==> src/timer_pkg.sv <==
// Constants, types and state layout shared by the dual timer/counter pair
package timer_pkg;

	// ****************************************************************
	// Register indices (byte address is four times the index)
	// ****************************************************************
	localparam int          ADDR_W      = 12;
	localparam logic [9:0]  IDX_ISTAT   = 10'h080;
	localparam logic [9:0]  IDX_IMASK   = 10'h081;
	localparam logic [9:0]  IDX_CTRL    = 10'h088;
	localparam logic [9:0]  IDX_MODE    = 10'h089;
	localparam logic [9:0]  IDX_TL0     = 10'h08A;
	localparam logic [9:0]  IDX_TL1     = 10'h08B;
	localparam logic [9:0]  IDX_TH0     = 10'h08C;
	localparam logic [9:0]  IDX_TH1     = 10'h08D;
	localparam logic [9:0]  IDX_CLK     = 10'h08E;

	// ****************************************************************
	// Field positions and reset values
	// ****************************************************************
	localparam int          MODE_T1_GATE = 7;
	localparam int          MODE_T1_CT   = 6;
	localparam int          MODE_T1_M    = 4;
	localparam int          MODE_T0_GATE = 3;
	localparam int          MODE_T0_CT   = 2;
	localparam int          MODE_T0_M    = 0;
	localparam int          CLK_PWM      = 6;
	localparam int          CLK_T1M      = 4;
	localparam int          CLK_T0M      = 3;
	localparam int          CLK_CLOCK_OUTPUT_ENABLE    = 1;
	localparam logic [7:0]  CLK_WR_MASK  = 8'h5A;
	localparam int          CTRL_F1      = 7;
	localparam int          CTRL_R1      = 6;
	localparam int          CTRL_F0      = 5;
	localparam int          CTRL_R0      = 4;
	localparam int          IRQ_T0       = 0;
	localparam int          IRQ_T1       = 1;
	localparam logic [7:0]  REG_RESET    = 8'h00;

	// ****************************************************************
	// Timing and pin synchroniser
	// ****************************************************************
	localparam int          PRESC_DIV    = 12;
	localparam logic [3:0]  PRESC_LAST   = 4'(PRESC_DIV - 1);
	localparam int          SYNC_STAGES  = 3;
	localparam int          PIN_T0       = 0;
	localparam int          PIN_T1       = 1;
	localparam int          PIN_EXTERNAL_INTERRUPT0_PIN     = 2;
	localparam int          PIN_EXTERNAL_INTERRUPT1_PIN     = 3;
	localparam int          PIN_COUNT    = 4;

	typedef enum logic [1:0] {MODE_13BIT, MODE_16BIT, MODE_RELOAD, MODE_SPLIT} timer_mode_e;

	typedef struct packed {
		logic       ovf;
		logic [7:0] tl;
		logic [7:0] th;
	} step_s;

	typedef struct packed {
		logic [7:0]                              mode_sel;
		logic [7:0]                              tl0;
		logic [7:0]                              th0;
		logic [7:0]                              tl1;
		logic [7:0]                              th1;
		logic [7:0]                              clk_ctl;
		logic                                    run0;
		logic                                    run1;
		logic                                    flag0;
		logic                                    flag1;
		logic [1:0]                              istat;
		logic [1:0]                              imask;
		logic                                    ack;
		logic [31:0]                             rdata;
		logic [3:0]                              presc;
		logic [PIN_COUNT-1:0][SYNC_STAGES-1:0]   sync;
		logic [PIN_COUNT-1:0]                    filt;
		logic                                    pwm_tick;
	} state_s;

	localparam state_s STATE_RESET = '0;

endpackage

==> src/dual_timer_counter_pair.sv <==
// Dual timer/counter pair with Wishbone register access
// How it works
// - Timer 1 counts with run bit; qualify bit also demands interrupt 1 pin high.
// - Timer 0 counts with run bit; qualify bit also demands interrupt 0 pin high.
// - Timer 1 source: internal clock, or falling edges of its count pin.
// - Timer 0 source: internal clock, or falling edges of its count pin.
// - Timer 1 modes: 13-bit, 16-bit, 8-bit reload from high byte, halted.
// - Timer 0 modes: 13-bit, 16-bit, 8-bit with low byte reloaded from high.
// - Timer 0 split mode: low byte and high byte count as separate 8-bit timers.
// - Timer 0 count lives in readable, writable low and high bytes.
// - Timer 1 count lives in readable, writable low and high bytes.
// - Timer 1 internal clock is system clock over twelve, or undivided.
// - Timer 0 internal clock is system clock over twelve, or undivided.
// - PWM clock is system clock, or timer 1 overflow events.
// - Clock output pin carries system clock only when enabled.
// - Clearing a run bit freezes the count until resumed or rewritten.
// - Overflow sets the flag; service entry clears it; software may write it.
//
// Our own choice: the Wishbone interface to the registers.
`timescale 1ns/1ps
`default_nettype none

module dual_timer_counter_pair (
	input  wire logic        clk_i,                     // System clock
	input  wire logic        rst_i,                     // Synchronous reset, high
	input  wire logic        cyc_i,                     // Wishbone cycle
	input  wire logic        stb_i,                     // Wishbone strobe
	input  wire logic        we_i,                      // Wishbone write enable
	input  wire logic [11:0] adr_i,                     // Wishbone byte address
	input  wire logic [3:0]  sel_i,                     // Wishbone byte selects
	input  wire logic [31:0] dat_i,                     // Wishbone write data
	output logic      [31:0] dat_o,                     // Wishbone read data
	output logic             ack_o,                     // Wishbone acknowledge
	input  wire logic        timer0_count_pin_i,        // External count, timer 0
	input  wire logic        timer1_count_pin_i,        // External count, timer 1
	input  wire logic        external_interrupt0_pin_i, // Gate pin, timer 0
	input  wire logic        external_interrupt1_pin_i, // Gate pin, timer 1
	input  wire logic        timer0_isr_entry_i,        // Timer 0 service entered
	input  wire logic        timer1_isr_entry_i,        // Timer 1 service entered
	output logic             irq_o,                     // Interrupt, level high
	output logic             pwm_clk_tick_o,            // PWM clock tick
	output logic             clock_output_pin_o         // System clock output
);

	// ****************************************************************
	// State
	// ****************************************************************
	timer_pkg::state_s   s_reg;
	timer_pkg::state_s   s_next;

	logic [9:0]          idx;
	logic                req;
	logic                fire;
	logic                wr;
	logic                rd;
	logic [7:0]          wbyte;
	logic [7:0]          rd_mux;
	logic [timer_pkg::PIN_COUNT-1:0] pins;
	logic [timer_pkg::PIN_COUNT-1:0] settle;
	logic [timer_pkg::PIN_COUNT-1:0] fall;
	logic                tick12;
	logic                int_tick0;
	logic                int_tick1;
	logic                inc0;
	logic                inc1;
	logic                inc_th0;
	logic                split0;
	logic                ev0;
	logic                ev1;
	logic                t1_ovf;
	logic                th0_ovf;
	logic                wr_t0;
	logic                wr_t1;
	timer_pkg::step_s    st0;
	timer_pkg::step_s    st1;

	// ****************************************************************
	// Count step for one timer in the given mode
	// ****************************************************************
	function automatic timer_pkg::step_s count_step(
		input timer_pkg::timer_mode_e mode,
		input logic [7:0]             tl,
		input logic [7:0]             th,
		input logic                   inc
	);
		timer_pkg::step_s r;
		logic [12:0]      c13;
		logic [15:0]      c16;
		r.ovf = 1'b0;
		r.tl  = tl;
		r.th  = th;
		c13   = {th, tl[4:0]} + 13'h0001;
		c16   = {th, tl} + 16'h0001;
		if (inc) begin
			case (mode)
				timer_pkg::MODE_13BIT: begin
					r.ovf = &{th, tl[4:0]};
					{r.th, r.tl[4:0]} = c13;
				end
				timer_pkg::MODE_16BIT: begin
					r.ovf = &{th, tl};
					{r.th, r.tl} = c16;
				end
				timer_pkg::MODE_RELOAD: begin
					r.ovf = &tl;
					r.tl  = (&tl) ? th : tl + 8'h01;
				end
				default: begin
					r.ovf = &tl;
					r.tl  = tl + 8'h01;
				end
			endcase
		end
		return r;
	endfunction

	// ****************************************************************
	// Bus decode
	// ****************************************************************
	assign idx   = adr_i[11:2];
	assign req   = cyc_i & stb_i & ~s_reg.ack;
	assign fire  = cyc_i & stb_i & s_reg.ack;
	assign wr    = fire & we_i & sel_i[0];
	assign rd    = fire & ~we_i;
	assign wbyte = dat_i[7:0];
	assign wr_t0 = wr & ((idx == timer_pkg::IDX_TL0) | (idx == timer_pkg::IDX_TH0) |
	               (idx == timer_pkg::IDX_MODE) | (idx == timer_pkg::IDX_CTRL) | (idx == timer_pkg::IDX_CLK));
	assign wr_t1 = wr & ((idx == timer_pkg::IDX_TL1) | (idx == timer_pkg::IDX_TH1) |
	               (idx == timer_pkg::IDX_MODE) | (idx == timer_pkg::IDX_CTRL) | (idx == timer_pkg::IDX_CLK));

	always_comb begin
		case (idx)
			timer_pkg::IDX_ISTAT: rd_mux = {6'h00, s_reg.istat};
			timer_pkg::IDX_IMASK: rd_mux = {6'h00, s_reg.imask};
			timer_pkg::IDX_CTRL:  rd_mux = {s_reg.flag1, s_reg.run1, s_reg.flag0, s_reg.run0, 4'h0};
			timer_pkg::IDX_MODE:  rd_mux = s_reg.mode_sel;
			timer_pkg::IDX_TL0:   rd_mux = s_reg.tl0;
			timer_pkg::IDX_TH0:   rd_mux = s_reg.th0;
			timer_pkg::IDX_TL1:   rd_mux = s_reg.tl1;
			timer_pkg::IDX_TH1:   rd_mux = s_reg.th1;
			timer_pkg::IDX_CLK:   rd_mux = s_reg.clk_ctl;
			default:              rd_mux = 8'h00;
		endcase
	end

	// ****************************************************************
	// Pin edges and clock sources
	// ****************************************************************
	assign pins = {external_interrupt1_pin_i, external_interrupt0_pin_i, timer1_count_pin_i, timer0_count_pin_i};

	// A change counts once stages two and three agree
	always_comb begin
		for (int k = 0; k < timer_pkg::PIN_COUNT; k++) begin
			settle[k] = s_reg.sync[k][1] == s_reg.sync[k][2];
			fall[k]   = s_reg.filt[k] & settle[k] & ~s_reg.sync[k][2];
		end
	end

	assign tick12    = s_reg.presc == timer_pkg::PRESC_LAST;
	assign int_tick0 = s_reg.clk_ctl[timer_pkg::CLK_T0M] ? 1'b1 : tick12;
	assign int_tick1 = s_reg.clk_ctl[timer_pkg::CLK_T1M] ? 1'b1 : tick12;
	assign split0    = s_reg.mode_sel[timer_pkg::MODE_T0_M +: 2] == 2'(timer_pkg::MODE_SPLIT);

	assign inc0 = s_reg.run0
	            & (~s_reg.mode_sel[timer_pkg::MODE_T0_GATE] | s_reg.filt[timer_pkg::PIN_EXTERNAL_INTERRUPT0_PIN])
	            & (s_reg.mode_sel[timer_pkg::MODE_T0_CT] ? fall[timer_pkg::PIN_T0] : int_tick0);
	assign inc1 = s_reg.run1
	            & (s_reg.mode_sel[timer_pkg::MODE_T1_M +: 2] != 2'(timer_pkg::MODE_SPLIT))
	            & (~s_reg.mode_sel[timer_pkg::MODE_T1_GATE] | s_reg.filt[timer_pkg::PIN_EXTERNAL_INTERRUPT1_PIN])
	            & (s_reg.mode_sel[timer_pkg::MODE_T1_CT] ? fall[timer_pkg::PIN_T1] : int_tick1);
	assign inc_th0 = split0 & s_reg.run1 & int_tick0;

	assign st0 = count_step(timer_pkg::timer_mode_e'(s_reg.mode_sel[timer_pkg::MODE_T0_M +: 2]),
	                        s_reg.tl0, s_reg.th0, inc0);
	assign st1 = count_step(timer_pkg::timer_mode_e'(s_reg.mode_sel[timer_pkg::MODE_T1_M +: 2]),
	                        s_reg.tl1, s_reg.th1, inc1);

	assign th0_ovf = inc_th0 & (&s_reg.th0);
	assign t1_ovf  = st1.ovf;
	assign ev0     = st0.ovf;
	assign ev1     = split0 ? th0_ovf : t1_ovf;

	// ****************************************************************
	// Next state
	// ****************************************************************
	always_comb begin
		s_next = s_reg;

		s_next.ack = req;
		if (req) begin
			s_next.rdata = {24'h000000, rd_mux};
		end

		for (int k = 0; k < timer_pkg::PIN_COUNT; k++) begin
			s_next.sync[k] = {s_reg.sync[k][1:0], pins[k]};
			if (settle[k]) begin
				s_next.filt[k] = s_reg.sync[k][2];
			end
		end

		s_next.presc = tick12 ? 4'h0 : s_reg.presc + 4'h1;

		// Counting
		s_next.tl0 = st0.tl;
		s_next.th0 = split0 ? (inc_th0 ? s_reg.th0 + 8'h01 : s_reg.th0) : st0.th;
		s_next.tl1 = st1.tl;
		s_next.th1 = st1.th;

		// Flags: service entry clears, software writes, overflow wins
		if (timer0_isr_entry_i) begin
			s_next.flag0 = 1'b0;
		end
		if (timer1_isr_entry_i) begin
			s_next.flag1 = 1'b0;
		end

		// Register writes override counting in the same cycle
		if (wr) begin
			case (idx)
				timer_pkg::IDX_IMASK: s_next.imask = wbyte[1:0];
				timer_pkg::IDX_CTRL: begin
					s_next.flag1 = wbyte[timer_pkg::CTRL_F1];
					s_next.run1  = wbyte[timer_pkg::CTRL_R1];
					s_next.flag0 = wbyte[timer_pkg::CTRL_F0];
					s_next.run0  = wbyte[timer_pkg::CTRL_R0];
				end
				timer_pkg::IDX_MODE:  s_next.mode_sel = wbyte;
				timer_pkg::IDX_TL0:   s_next.tl0 = wbyte;
				timer_pkg::IDX_TH0:   s_next.th0 = wbyte;
				timer_pkg::IDX_TL1:   s_next.tl1 = wbyte;
				timer_pkg::IDX_TH1:   s_next.th1 = wbyte;
				timer_pkg::IDX_CLK:   s_next.clk_ctl = wbyte & timer_pkg::CLK_WR_MASK;
				default: begin
				end
			endcase
		end

		if (ev0) begin
			s_next.flag0 = 1'b1;
		end
		if (ev1) begin
			s_next.flag1 = 1'b1;
		end

		// Status clears only the bits that the read returned
		if (rd && idx == timer_pkg::IDX_ISTAT) begin
			s_next.istat = s_reg.istat & ~s_reg.rdata[1:0];
		end
		s_next.istat[timer_pkg::IRQ_T0] = s_next.istat[timer_pkg::IRQ_T0] | ev0;
		s_next.istat[timer_pkg::IRQ_T1] = s_next.istat[timer_pkg::IRQ_T1] | ev1;

		s_next.pwm_tick = s_reg.clk_ctl[timer_pkg::CLK_PWM] ? t1_ovf : 1'b1;
	end

	always_ff @(posedge clk_i) begin
		if (rst_i) begin
			s_reg <= timer_pkg::STATE_RESET;
		end else begin
			s_reg <= s_next;
		end
	end

	// ****************************************************************
	// Outputs
	// ****************************************************************
	assign dat_o              = s_reg.rdata;
	assign ack_o              = s_reg.ack;
	assign irq_o              = |(s_reg.istat & s_reg.imask);
	assign pwm_clk_tick_o     = s_reg.pwm_tick;
	assign clock_output_pin_o = s_reg.clk_ctl[timer_pkg::CLK_CLOCK_OUTPUT_ENABLE] & clk_i;
endmodule

`default_nettype wire

==> config.mk <==
export PLATFORM = sky130hd
export DESIGN_NAME = dual_timer_counter_pair
export DESIGN_NICKNAME = d
export VERILOG_FILES = /design/src/timer_pkg.sv /design/src/dual_timer_counter_pair.sv
export SDC_FILE = /design/constraint.sdc
export NUM_CORES = 1
export LEC_CHECK = 0
export BUFFER_PORTS_ARGS = -buffer_cell sky130_fd_sc_hd__buf_2
export CORE_UTILIZATION = 40
export DETAILED_ROUTE_END_ITERATION = 10
export GPL_TIMING_DRIVEN = 0
export PLACE_DENSITY = 0.71
export SLEW_MARGIN = 40
export SYNTH_ARGS = -nofsm -noshare
export SYNTH_HDL_FRONTEND = slang
export SYNTH_SLANG_ARGS = --single-unit
==> constraint.sdc <==
create_clock -name clk_i -period 3 [get_ports clk_i]
set_clock_uncertainty 0.2 [all_clocks]
set_input_delay 0.6 -clock clk_i [delete_from_list [all_inputs] [get_ports clk_i]]
set_output_delay 0.6 -clock clk_i [all_outputs]
set_load 0.005 [all_outputs]
# Word-level counts from Yosys, hierarchy flattened
# Cells that the tools add are included.
[totals] out_inout_bits=36 input_bits=59 register_bits=82
[op_classes] n_reduce_logical=16 mux=33 bitwise_logic=32 n_addsub=8 eq_ne=20
[ops] operator="== test 10 x 8 -> 1 bit (second input constant)" count=9
[ops] operator="one-hot mux 8 bit (9 select lines)" count=1
[ops] operator="2-to-1 mux 8 bit" count=8
[ops] operator="2-to-1 mux 44 bit" count=1
[ops] operator="2-to-1 mux 17 bit" count=2
[ops] operator="adder 16 x 1 -> 16 bit (second input constant)" count=2
[ops] operator="one-hot mux 8 bit (2 select lines)" count=2
[ops] operator="AND reduction 16 bit" count=2
[ops] operator="one-hot mux 5 bit (3 select lines)" count=2
[ops] operator="adder 13 x 1 -> 13 bit (second input constant)" count=2
[ops] operator="AND reduction 13 bit" count=2
[ops] operator="adder 8 x 1 -> 8 bit (second input constant)" count=3
[ops] operator="AND reduction 8 bit" count=3
[ops] operator="bitwise AND 1 bit" count=19
[ops] operator="one-hot mux 3 bit (3 select lines)" count=2
[ops] operator="2-to-1 mux 1 bit" count=10
[ops] operator="AND reduction 2 bit" count=4
[ops] operator="2-to-1 mux 7 bit" count=1
[ops] operator="== test 2 bit (second input constant)" count=3
[ops] operator="NOT 1 bit" count=6
[ops] operator="adder 4 x 1 -> 4 bit (second input constant)" count=1
[ops] operator="bitwise AND 2 bit" count=2
[ops] operator="== test 1 bit" count=4
[ops] operator="== test 2 x 1 -> 1 bit (second input constant)" count=2
[ops] operator="other kinds (10)" count=16

# Logic depth before layout (Yosys ltp)
# Gate-level depths: netlist of the first run.
[depth] ltp_word=10 ltp_mapped=9

==> results.md, run 1 <==
- Status: finished, final reports clean
- DPL Wire Length: 12.6 mm
- Worst path max stage delay: 140 ps
- YS warnings: 0
- Sequential area share after synthesis: 0.321
- WS Path Type: clock port to output pin
- Initial Util: 0.417
- CP Data Required Time: 2200 ps
- Mean Syn Cell Area: 8.02 um^2
- GR Util met2: 0.417
- Total power: 0.00271 W
- TritonCTS clock tree: built
- Vias in the first global route: 4805
- Yosys reg bits: 82
- Starting DRT DRC Count: 476
- ANT cells: 0
- Global-route wire length before repair: 26.2 mm
- Worst Setup End Kind: output pin
- Initial DRT Pass Iterations: 5
- Synth area leaders: dfxtp_1 (32%), mux2i_1 (6.1%), nand2_1 (4.8%), buf_4 (4.7%), nor2_1 (4.1%)
- Hold_buf cts: 0
- Area after DPL: 5610 um^2
- Clk_lat worst skew: 460 ps
- Initial antenna violation count: 0
- Max rail drop VDD: 367 uV
- Cell taking the most area after synthesis: dfxtp_1
- Post-CTS setup buffers: 0
- Worst EP arrival: 2000 ps
- Clock share of power: 0.515
- Slew Limit Headroom: 0.467
- Psw: 0.000617 W
- Distinct cells, synth: 73
- Crit-path cells: clkbuf_16 > clkbuf_16 > and2_1 > buf_2
- Max FFs per register: 64
- Synthesis-to-finish area growth: 17.4%
- Setup repair after global routing missed its margin: no
- GRT busiest layer: met2
- M1 GR Usage: 0.345
- Die height: 115 um
- CTS resizes: 0
- Met3 Track Usage GR: 0.0611
- Wire per inst: 19.0 um
- GP Congestion: 0.958
- Die area: 13200 um^2
- Die extent in x: 115 um
- LEAKAGE: 2.32 nW
- Post-synth EDFFs: 0
- Placed Cells: 869
- Share of layout cells above drive strength 1: 0.179
- Final wirelength: 16.9 mm
- Area share of the largest cell type after synthesis: 0.321
- Vias: 5157
- HP Class: input pin to register
- Grt total ovfl: 0
- Net Sw Frac: 0.228
- Crit path max-delay family: buffers and inverters
- Slew Viols, Final: 0
- Pwr/cell area: 451 nW/um^2
- Row Count: 40
- I/O pins: 95
- Setup TNS: 0 ps
- Sequential share of power: 0.411
- CP Launch Type: clock port
- Post-DRT Antenna Nets: 0
- GR Util All Layers: 0.266
- Mapped Area: 5110 um^2
- P_int: 0.00209 W
- Non-filler cells, final: 887
- Largest net degree at the start of global routing: 14
- Top-count cell post-synth: dfxtp_1
- Detailed-route DRC error count: 0
- Final Instance Area: 6000 um^2
- Clock transition at path regs: 60 ps
- Post-layout util: 0.490
- Most used DFF post-synth: dfxtp_1
- Cells after Synth: 638
- Placeable Area: 12300 um^2
- WP buf/inv: 3
- Fin. Hold Viols: 0
- Setup violators final: 0
- Post-synthesis async set-or-reset flop share: 0
- CP most frequent cell: clkbuf_16
- Max-cap violations: 0
- Post-synth top cells: dfxtp_1 (82), nand2_1 (65), nor2_1 (56), a21oi_1 (35), o21ai_0 (34)
- Vias per std cell: 5.81
- Crit-path max FO: 2
- Combinational share of power: 0.074
- Worst Max-Slew Pin Slew: 800 ps
- Layout Nets: 780
- PortBufs: 40
- CP max-delay cell: and2_1
-- final timing paths --
path	start	end	slack (ps)	cells after the start
worst max register to register	s_reg[17]	s_reg[75]	520	8
worst min-delay path	timer1_count_pin_i	s_next[9]	150	2
worst max-delay path	clk_i	clock_output_pin_o	200	4
worst min register to register	s_next[9]	s_next[10]	240	1
-- cell usage in the layout (no fill, tap or decap), drive strengths merged, types with 6 or more instances in the layout --
cell type   n
a211oi     13
a21oi      35
a22o        9
a31oi      14
and2       13
and3       10
buf        90
clkbuf     36
conb       24
dfxtp      82
ha          6
inv         9
mux2i      31
nand2      66
nand3      24
nand4      15
nor2       57
nor2b      19
nor3       11
o21ai      34
o22ai      20
or3         6
xnor2       7
xor2        6
-- final cells by class --
| class | instances | area (um^2) |
|---|---|---|
| clock inverters | 5 | 78.8 |
| plain buffers | 73 | 417 |
| inverters | 9 | 33.8 |
| clock buffers | 14 | 319 |
| multi-input cells | 497 | 3110 |
| fillers | 1206 | 6260 |
| repair buffers | 39 | 195 |
| flip-flops and latches | 82 | 1640 |
| well taps | 168 | 210 |
-- cell families after synthesis --
logic type | Yosys count | synth area share
AO/OA/AOI/OAI | 163 | 0.212
XOR/XNOR | 13 | 0.0223
adder cells (fa/ha/maj) | 6 | 0.0147
buffers and inverters | 82 | 0.0881
flip-flops | 82 | 0.321
multiplexers | 37 | 0.0783
other | 1 | 0.000733
AND/OR/NAND/NOR | 254 | 0.263
-- routing by layer --
layer	wire, um	part of all wire
met1	7260	0.43
met2	7430	0.44
met5	0	0
met4	749	0.044
met3	1450	0.086
-- power by group through the flow --
| stage | clock network (W) | registers (W) | logic, W |
|---|---|---|---|
| finish | 0.00140 | 0.00111 | 0.000201 |
| CTS | 0.00141 | 0.00111 | 0.000196 |
| detailed placement | 0.00000000116 | 0.00114 | 0.000195 |
| floorplan | 0.00000000108 | 0.00113 | 0.000119 |
| global placement | 0.00000000116 | 0.00114 | 0.000193 |
| global route | 0.00145 | 0.00111 | 0.000215 |
-- metrics by stage --
stage | hold WS, ps | worst slack, ps
after floorplan | 214 | 557
after global placement | 221 | 383
after detailed placement | 231 | 350
after CTS | 145 | 191
after global routing | 170 | 184
final | 148 | 198
(Power assumes the default switching activity.)
==> run 2, diff against run 1 <==
--- a/config.mk
+++ b/config.mk
@@ -6,10 +6,10 @@
 export NUM_CORES = 1
 export LEC_CHECK = 0
 export BUFFER_PORTS_ARGS = -buffer_cell sky130_fd_sc_hd__buf_2
-export CORE_UTILIZATION = 40
+export CORE_UTILIZATION = 50
 export DETAILED_ROUTE_END_ITERATION = 10
 export GPL_TIMING_DRIVEN = 0
-export PLACE_DENSITY = 0.71
+export PLACE_DENSITY = 0.83
 export SLEW_MARGIN = 40
 export SYNTH_ARGS = -nofsm -noshare
 export SYNTH_HDL_FRONTEND = slang
==> run 2 against run 1 <==
Non-clock buffer count unchanged. Worst setup slack improved by 7.9 ps. Routed wire length down 0.89%. Sequential cell count is the same. Global-route usage up 5.8 points. Sequential power about the same. Final cell count fell by 3.8%. Register-to-register slack got worse by 50 ps.
==> results.md, run 2 (same netlist as run 1, synthesis figures left out) <==
- ANT cells: 0
- FF/Latch Area: 1640 um^2
- Max rail drop VDD: 268 uV
- GR Util All Layers: 0.325
- Status: finished, final reports clean
- Max-cap violations: 0
- Die extent in x: 103 um
- LEAKAGE: 2.25 nW
- Die height: 103 um
- Placeable Area: 9860 um^2
- Starting DRT DRC Count: 565
- WL met1: 6.85 mm
- HP Class: input pin to register
- CP Data Required Time: 2200 ps
- Layout fillers: 912
- Vias per std cell: 6.12
- Pwr/cell area: 394 nW/um^2
- Slew Viols, Final: 0
- Critical Path Stages: 4
- Global-route wire length before repair: 25.1 mm
- I/O pins: 95
- Most common cell after layout, fill and taps aside: dfxtp_1
- WS Path Type: clock port to output pin
- Wire per inst: 19.6 um
- TritonCTS clock tree: built
- Cells on worst reg2reg path: 7
- DPL Wire Length: 12.2 mm
- Top layer in use: met4
- Fin. Hold Viols: 0
- Die area: 10600 um^2
- CP Launch Type: clock port
- Slew Limit Headroom: 0.431
- Share of layout cells above drive strength 1: 0.181
- Worst Setup End Kind: output pin
- Vias: 5220
- Crit path max-delay family: buffers and inverters
- Setup repair after global routing missed its margin: no
- Total power: 0.00230 W
- Row Count: 36
- Area of the multi-input gates: 3110 um^2
- CTS resizes: 0
- WP buf/inv: 3
- Vias in the first global route: 4559
- Final wirelength: 16.7 mm
- Clk_lat worst skew: 490 ps
- Grt total ovfl: 0
- Routed length on met3: 1.80 mm
- Post-DRT Antenna Nets: 0
- Crit-path cells: clkbuf_8 > clkbuf_8 > and2_1 > buf_2
- Worst EP arrival: 1990 ps
- PortBufs: 40
- Initial DRT Pass Iterations: 5
- Met2 WL: 7.31 mm
- Worst Max-Slew Pin Slew: 854 ps
- Max FFs per register: 64
- Post-CTS setup buffers: 0
- Hold Path Depth: 2
- Initial antenna violation count: 0
- Crit-path max FO: 2
- Hold_buf cts: 0
- Setup violators final: 0
- CP most frequent cell: clkbuf_8
- Highest-count cells in the layout ignoring fill and taps: dfxtp_1 (82), nand2_1 (65), nor2_1 (56)
- Worst path max stage delay: 150 ps
- Initial Util: 0.519
- GP Congestion: 0.974
- Synthesis-to-finish area growth: 13.8%
- Largest net degree at the start of global routing: 16
- Setup TNS: 0 ps
- Layout Nets: 780
- CP max-delay cell: and2_1
- Detailed-route DRC error count: 0
- Clock transition at path regs: 90 ps
## run 2: cell types whose count changed in the layout (fill, tap and decap cells not counted), sizes merged
cell / before / now
clkinvlp: 0 / 2
inv: 9 / 11
bufinv: 2 / 1
clkinv: 3 / 1
## run 2: through the flow
step	hold WS, ps	area [um^2]	util	worst slack [ps]	instances
global placement	216	5570	0.564	366	834
floorplan	214	5200	-	557	661
global route	136	5820	0.590	195	853
finish	123	5820	0.590	206	853
detailed placement	232	5570	0.564	324	834
CTS	125	5820	0.590	203	853
## run 2: layout make-up
cell class                      count  share of cell area
Buffer                             73              0.0716
Clock buffer                       14              0.0316
Clock inverter                      6              0.0127
Inverter                            9             0.00580
Multi-Input combinational cell    497               0.534
Sequential cell                    82               0.282
Tap cell                          133              0.0286
Timing Repair Buffer               39              0.0335
## run 2: worst reg2reg max path, cell delays in order, from the launching register on
cell and delay, ps:
dfxtp_1 470, ha_1 240, and4_1 290, and2_1 190, mux2i_1 80, o21ai_0 500, a31oi_1 250, a31oi_1 220
## run 2: worst paths after layout
path	slack [ps]	end	startpoint
setup / recovery	210	clock_output_pin_o	clk_i
hold / removal	120	s_next[6]	timer0_count_pin_i
setup reg to reg	470	s_reg[58]	s_reg[78]
hold reg to reg	240	dat_o[3]	dat_o[3]
## run 2: where the power goes
group / switching, W / internal [W] / leakage [nW]
sequential: 0.00000875 / 0.00110 / 0.664
clock: 0.000481 / 0.000502 / 0.131
combinational: 0.000128 / 0.0000731 / 1.46
total: 0.000617 / 0.00168 / 2.25
## run 2: routing by layer
metal / global-route usage / vias to the layer above
met5: 0 / -
met1: 0.437 / 2367
met4: 0.170 / 0
met2: 0.499 / 364
met3: 0.0542 / 62
li1: - / 2427
==> run 3, diff against run 2 <==
--- a/config.mk
+++ b/config.mk
@@ -6,10 +6,12 @@
 export NUM_CORES = 1
 export LEC_CHECK = 0
 export BUFFER_PORTS_ARGS = -buffer_cell sky130_fd_sc_hd__buf_2
+export CORE_MARGIN = 3
 export CORE_UTILIZATION = 50
 export DETAILED_ROUTE_END_ITERATION = 10
 export GPL_TIMING_DRIVEN = 0
 export PLACE_DENSITY = 0.83
+export SKIP_CTS_REPAIR_TIMING = 1
 export SLEW_MARGIN = 40
 export SYNTH_ARGS = -nofsm -noshare
 export SYNTH_HDL_FRONTEND = slang
==> run 3 against run 2 <==
Power fell by 4.5%. First-iteration DRC count is 1.2% lower. Count of clock-buffer cells in the layout fell by 1. Design area shrank 0.49%. Critical path depth unchanged. Die area increased by 7.9%. Non-clock buffer count did not move. Routed wire length rose by 1.7%. Global-route usage decreased by 2.6 points.
==> results.md, run 3 (same netlist as run 1, synthesis figures left out) <==
- PortBufs: 40
- Grt total ovfl: 0
- Final wirelength: 17.0 mm
- Starting DRT DRC Count: 558
- HP Class: input pin to register
- Layout Nets: 780
- Setup TNS: 0 ps
- Worst Hold Endpoint: s_next[6]
- R2R Setup Slk: 510 ps
- Area of the multi-input gates: 3110 um^2
- Row Count: 36
- Top layer in use: met4
- Worst Setup End Kind: output pin
- Vias in the first global route: 4801
- RR Endpoint: s_reg[58]
- CP Data Required Time: 2200 ps
- Most common cell after layout, fill and taps aside: dfxtp_1
- Slew Viols, Final: 0
- Fin. Hold Viols: 0
- Worst R2R Start: s_reg[79]
- Detailed-route DRC error count: 0
- Max FFs per register: 64
- Hold Crit Start: timer0_count_pin_i
- Clock transition at path regs: 100 ps
- Global-route wire length before repair: 26.2 mm
- Crit-path max FO: 2
- Die area: 11500 um^2
- Layout fillers: 904
- CP Launch Type: clock port
- Clk_lat worst skew: 480 ps
- TritonCTS clock tree: built
- Slew Limit Headroom: 0.430
- Place WS: 285 ps
- Vias: 5246
- Cells on worst reg2reg path: 7
- Met2 WL: 7.52 mm
- Die height: 107 um
- Highest-count cells in the layout ignoring fill and taps: dfxtp_1 (82), nand2_1 (65), nor2_1 (56)
- Die extent in x: 107 um
- Hold Path Depth: 2
- ANT cells: 0
- GR Util All Layers: 0.299
- Setup violators final: 0
- Routed length on met3: 1.72 mm
- Max rail drop VDD: 200 uV
- Post-DRT Antenna Nets: 0
- Total power: 0.00219 W
- Initial DRT Pass Iterations: 5
- LEAKAGE: 2.24 nW
- Final Worst Setup Slack: 224 ps
- FF/Latch Area: 1640 um^2
- WS Path Type: clock port to output pin
- Share of layout cells above drive strength 1: 0.181
- DPL Wire Length: 12.6 mm
- Synthesis-to-finish area growth: 13.2%
- Worst Max-Slew Pin Slew: 855 ps
- Max-cap violations: 0
- Initial Util: 0.519
- Vias per std cell: 6.15
- Status: finished, final reports clean
- Worst EP arrival: 1980 ps
- WL met1: 7.05 mm
- Setup repair after global routing missed its margin: no
- Largest net degree at the start of global routing: 17
- GP Congestion: 0.998
- Placeable Area: 9860 um^2
- Wire per inst: 20.0 um
- Initial antenna violation count: 0
- I/O pins: 95
- Pwr/cell area: 379 nW/um^2
## run 3: where the power goes
part | internal, W | switching [W] | total (W)
sequential | 0.00110 | 0.00000825 | 0.00111
combinational | 0.0000729 | 0.000126 | 0.000198
clock | 0.000400 | 0.000484 | 0.000884
## run 3: worst max-delay path by stage
| stage | slack (ps) | end | start | cells past startpoint |
|---|---|---|---|---|
| 3_3_place_gp | 380 | s_reg[89] | adr_i[5] | 7 |
| 6_report | 220 | clock_output_pin_o | clk_i | 4 |
| 3_5_place_dp | 290 | s_reg[65] | adr_i[5] | 8 |
| 4_1_cts | 220 | clock_output_pin_o | clk_i | 4 |
| 2_1_floorplan | 560 | clock_output_pin_o | clk_i | 1 |
| 5_1_grt | 190 | clock_output_pin_o | clk_i | 4 |
## run 3: area by class of cell
class / count / share of cell area
clock buffers: 13 / 0.0294
repair buffers: 39 / 0.0337
clock inverters: 7 / 0.0102
plain buffers: 73 / 0.0719
flip-flops and latches: 82 / 0.283
multi-input cells: 497 / 0.537
well taps: 133 / 0.0287
inverters: 9 / 0.00583
## run 3: per-stage QoR
stage	area [um^2]	util	hold WS, ps	cells
2_1_floorplan	5200	-	214	661
3_3_place_gp	5570	0.564	218	834
3_5_place_dp	5570	0.564	227	834
4_1_cts	5790	0.587	116	853
5_1_grt	5790	0.587	115	853
6_report	5790	0.587	120	853
## run 3: routing by layer
metal | vias to the layer above | global-route usage
met3 | 60 | 0.0728
li1 | 2430 | -
met2 | 314 | 0.458
met4 | 0 | 0.149
met5 | - | 0
met1 | 2442 | 0.390
## run 3: critical path, stage by stage
cell	delay, ps
clkbuf_8	110
clkbuf_8	110
and2_1	140
buf_2	120
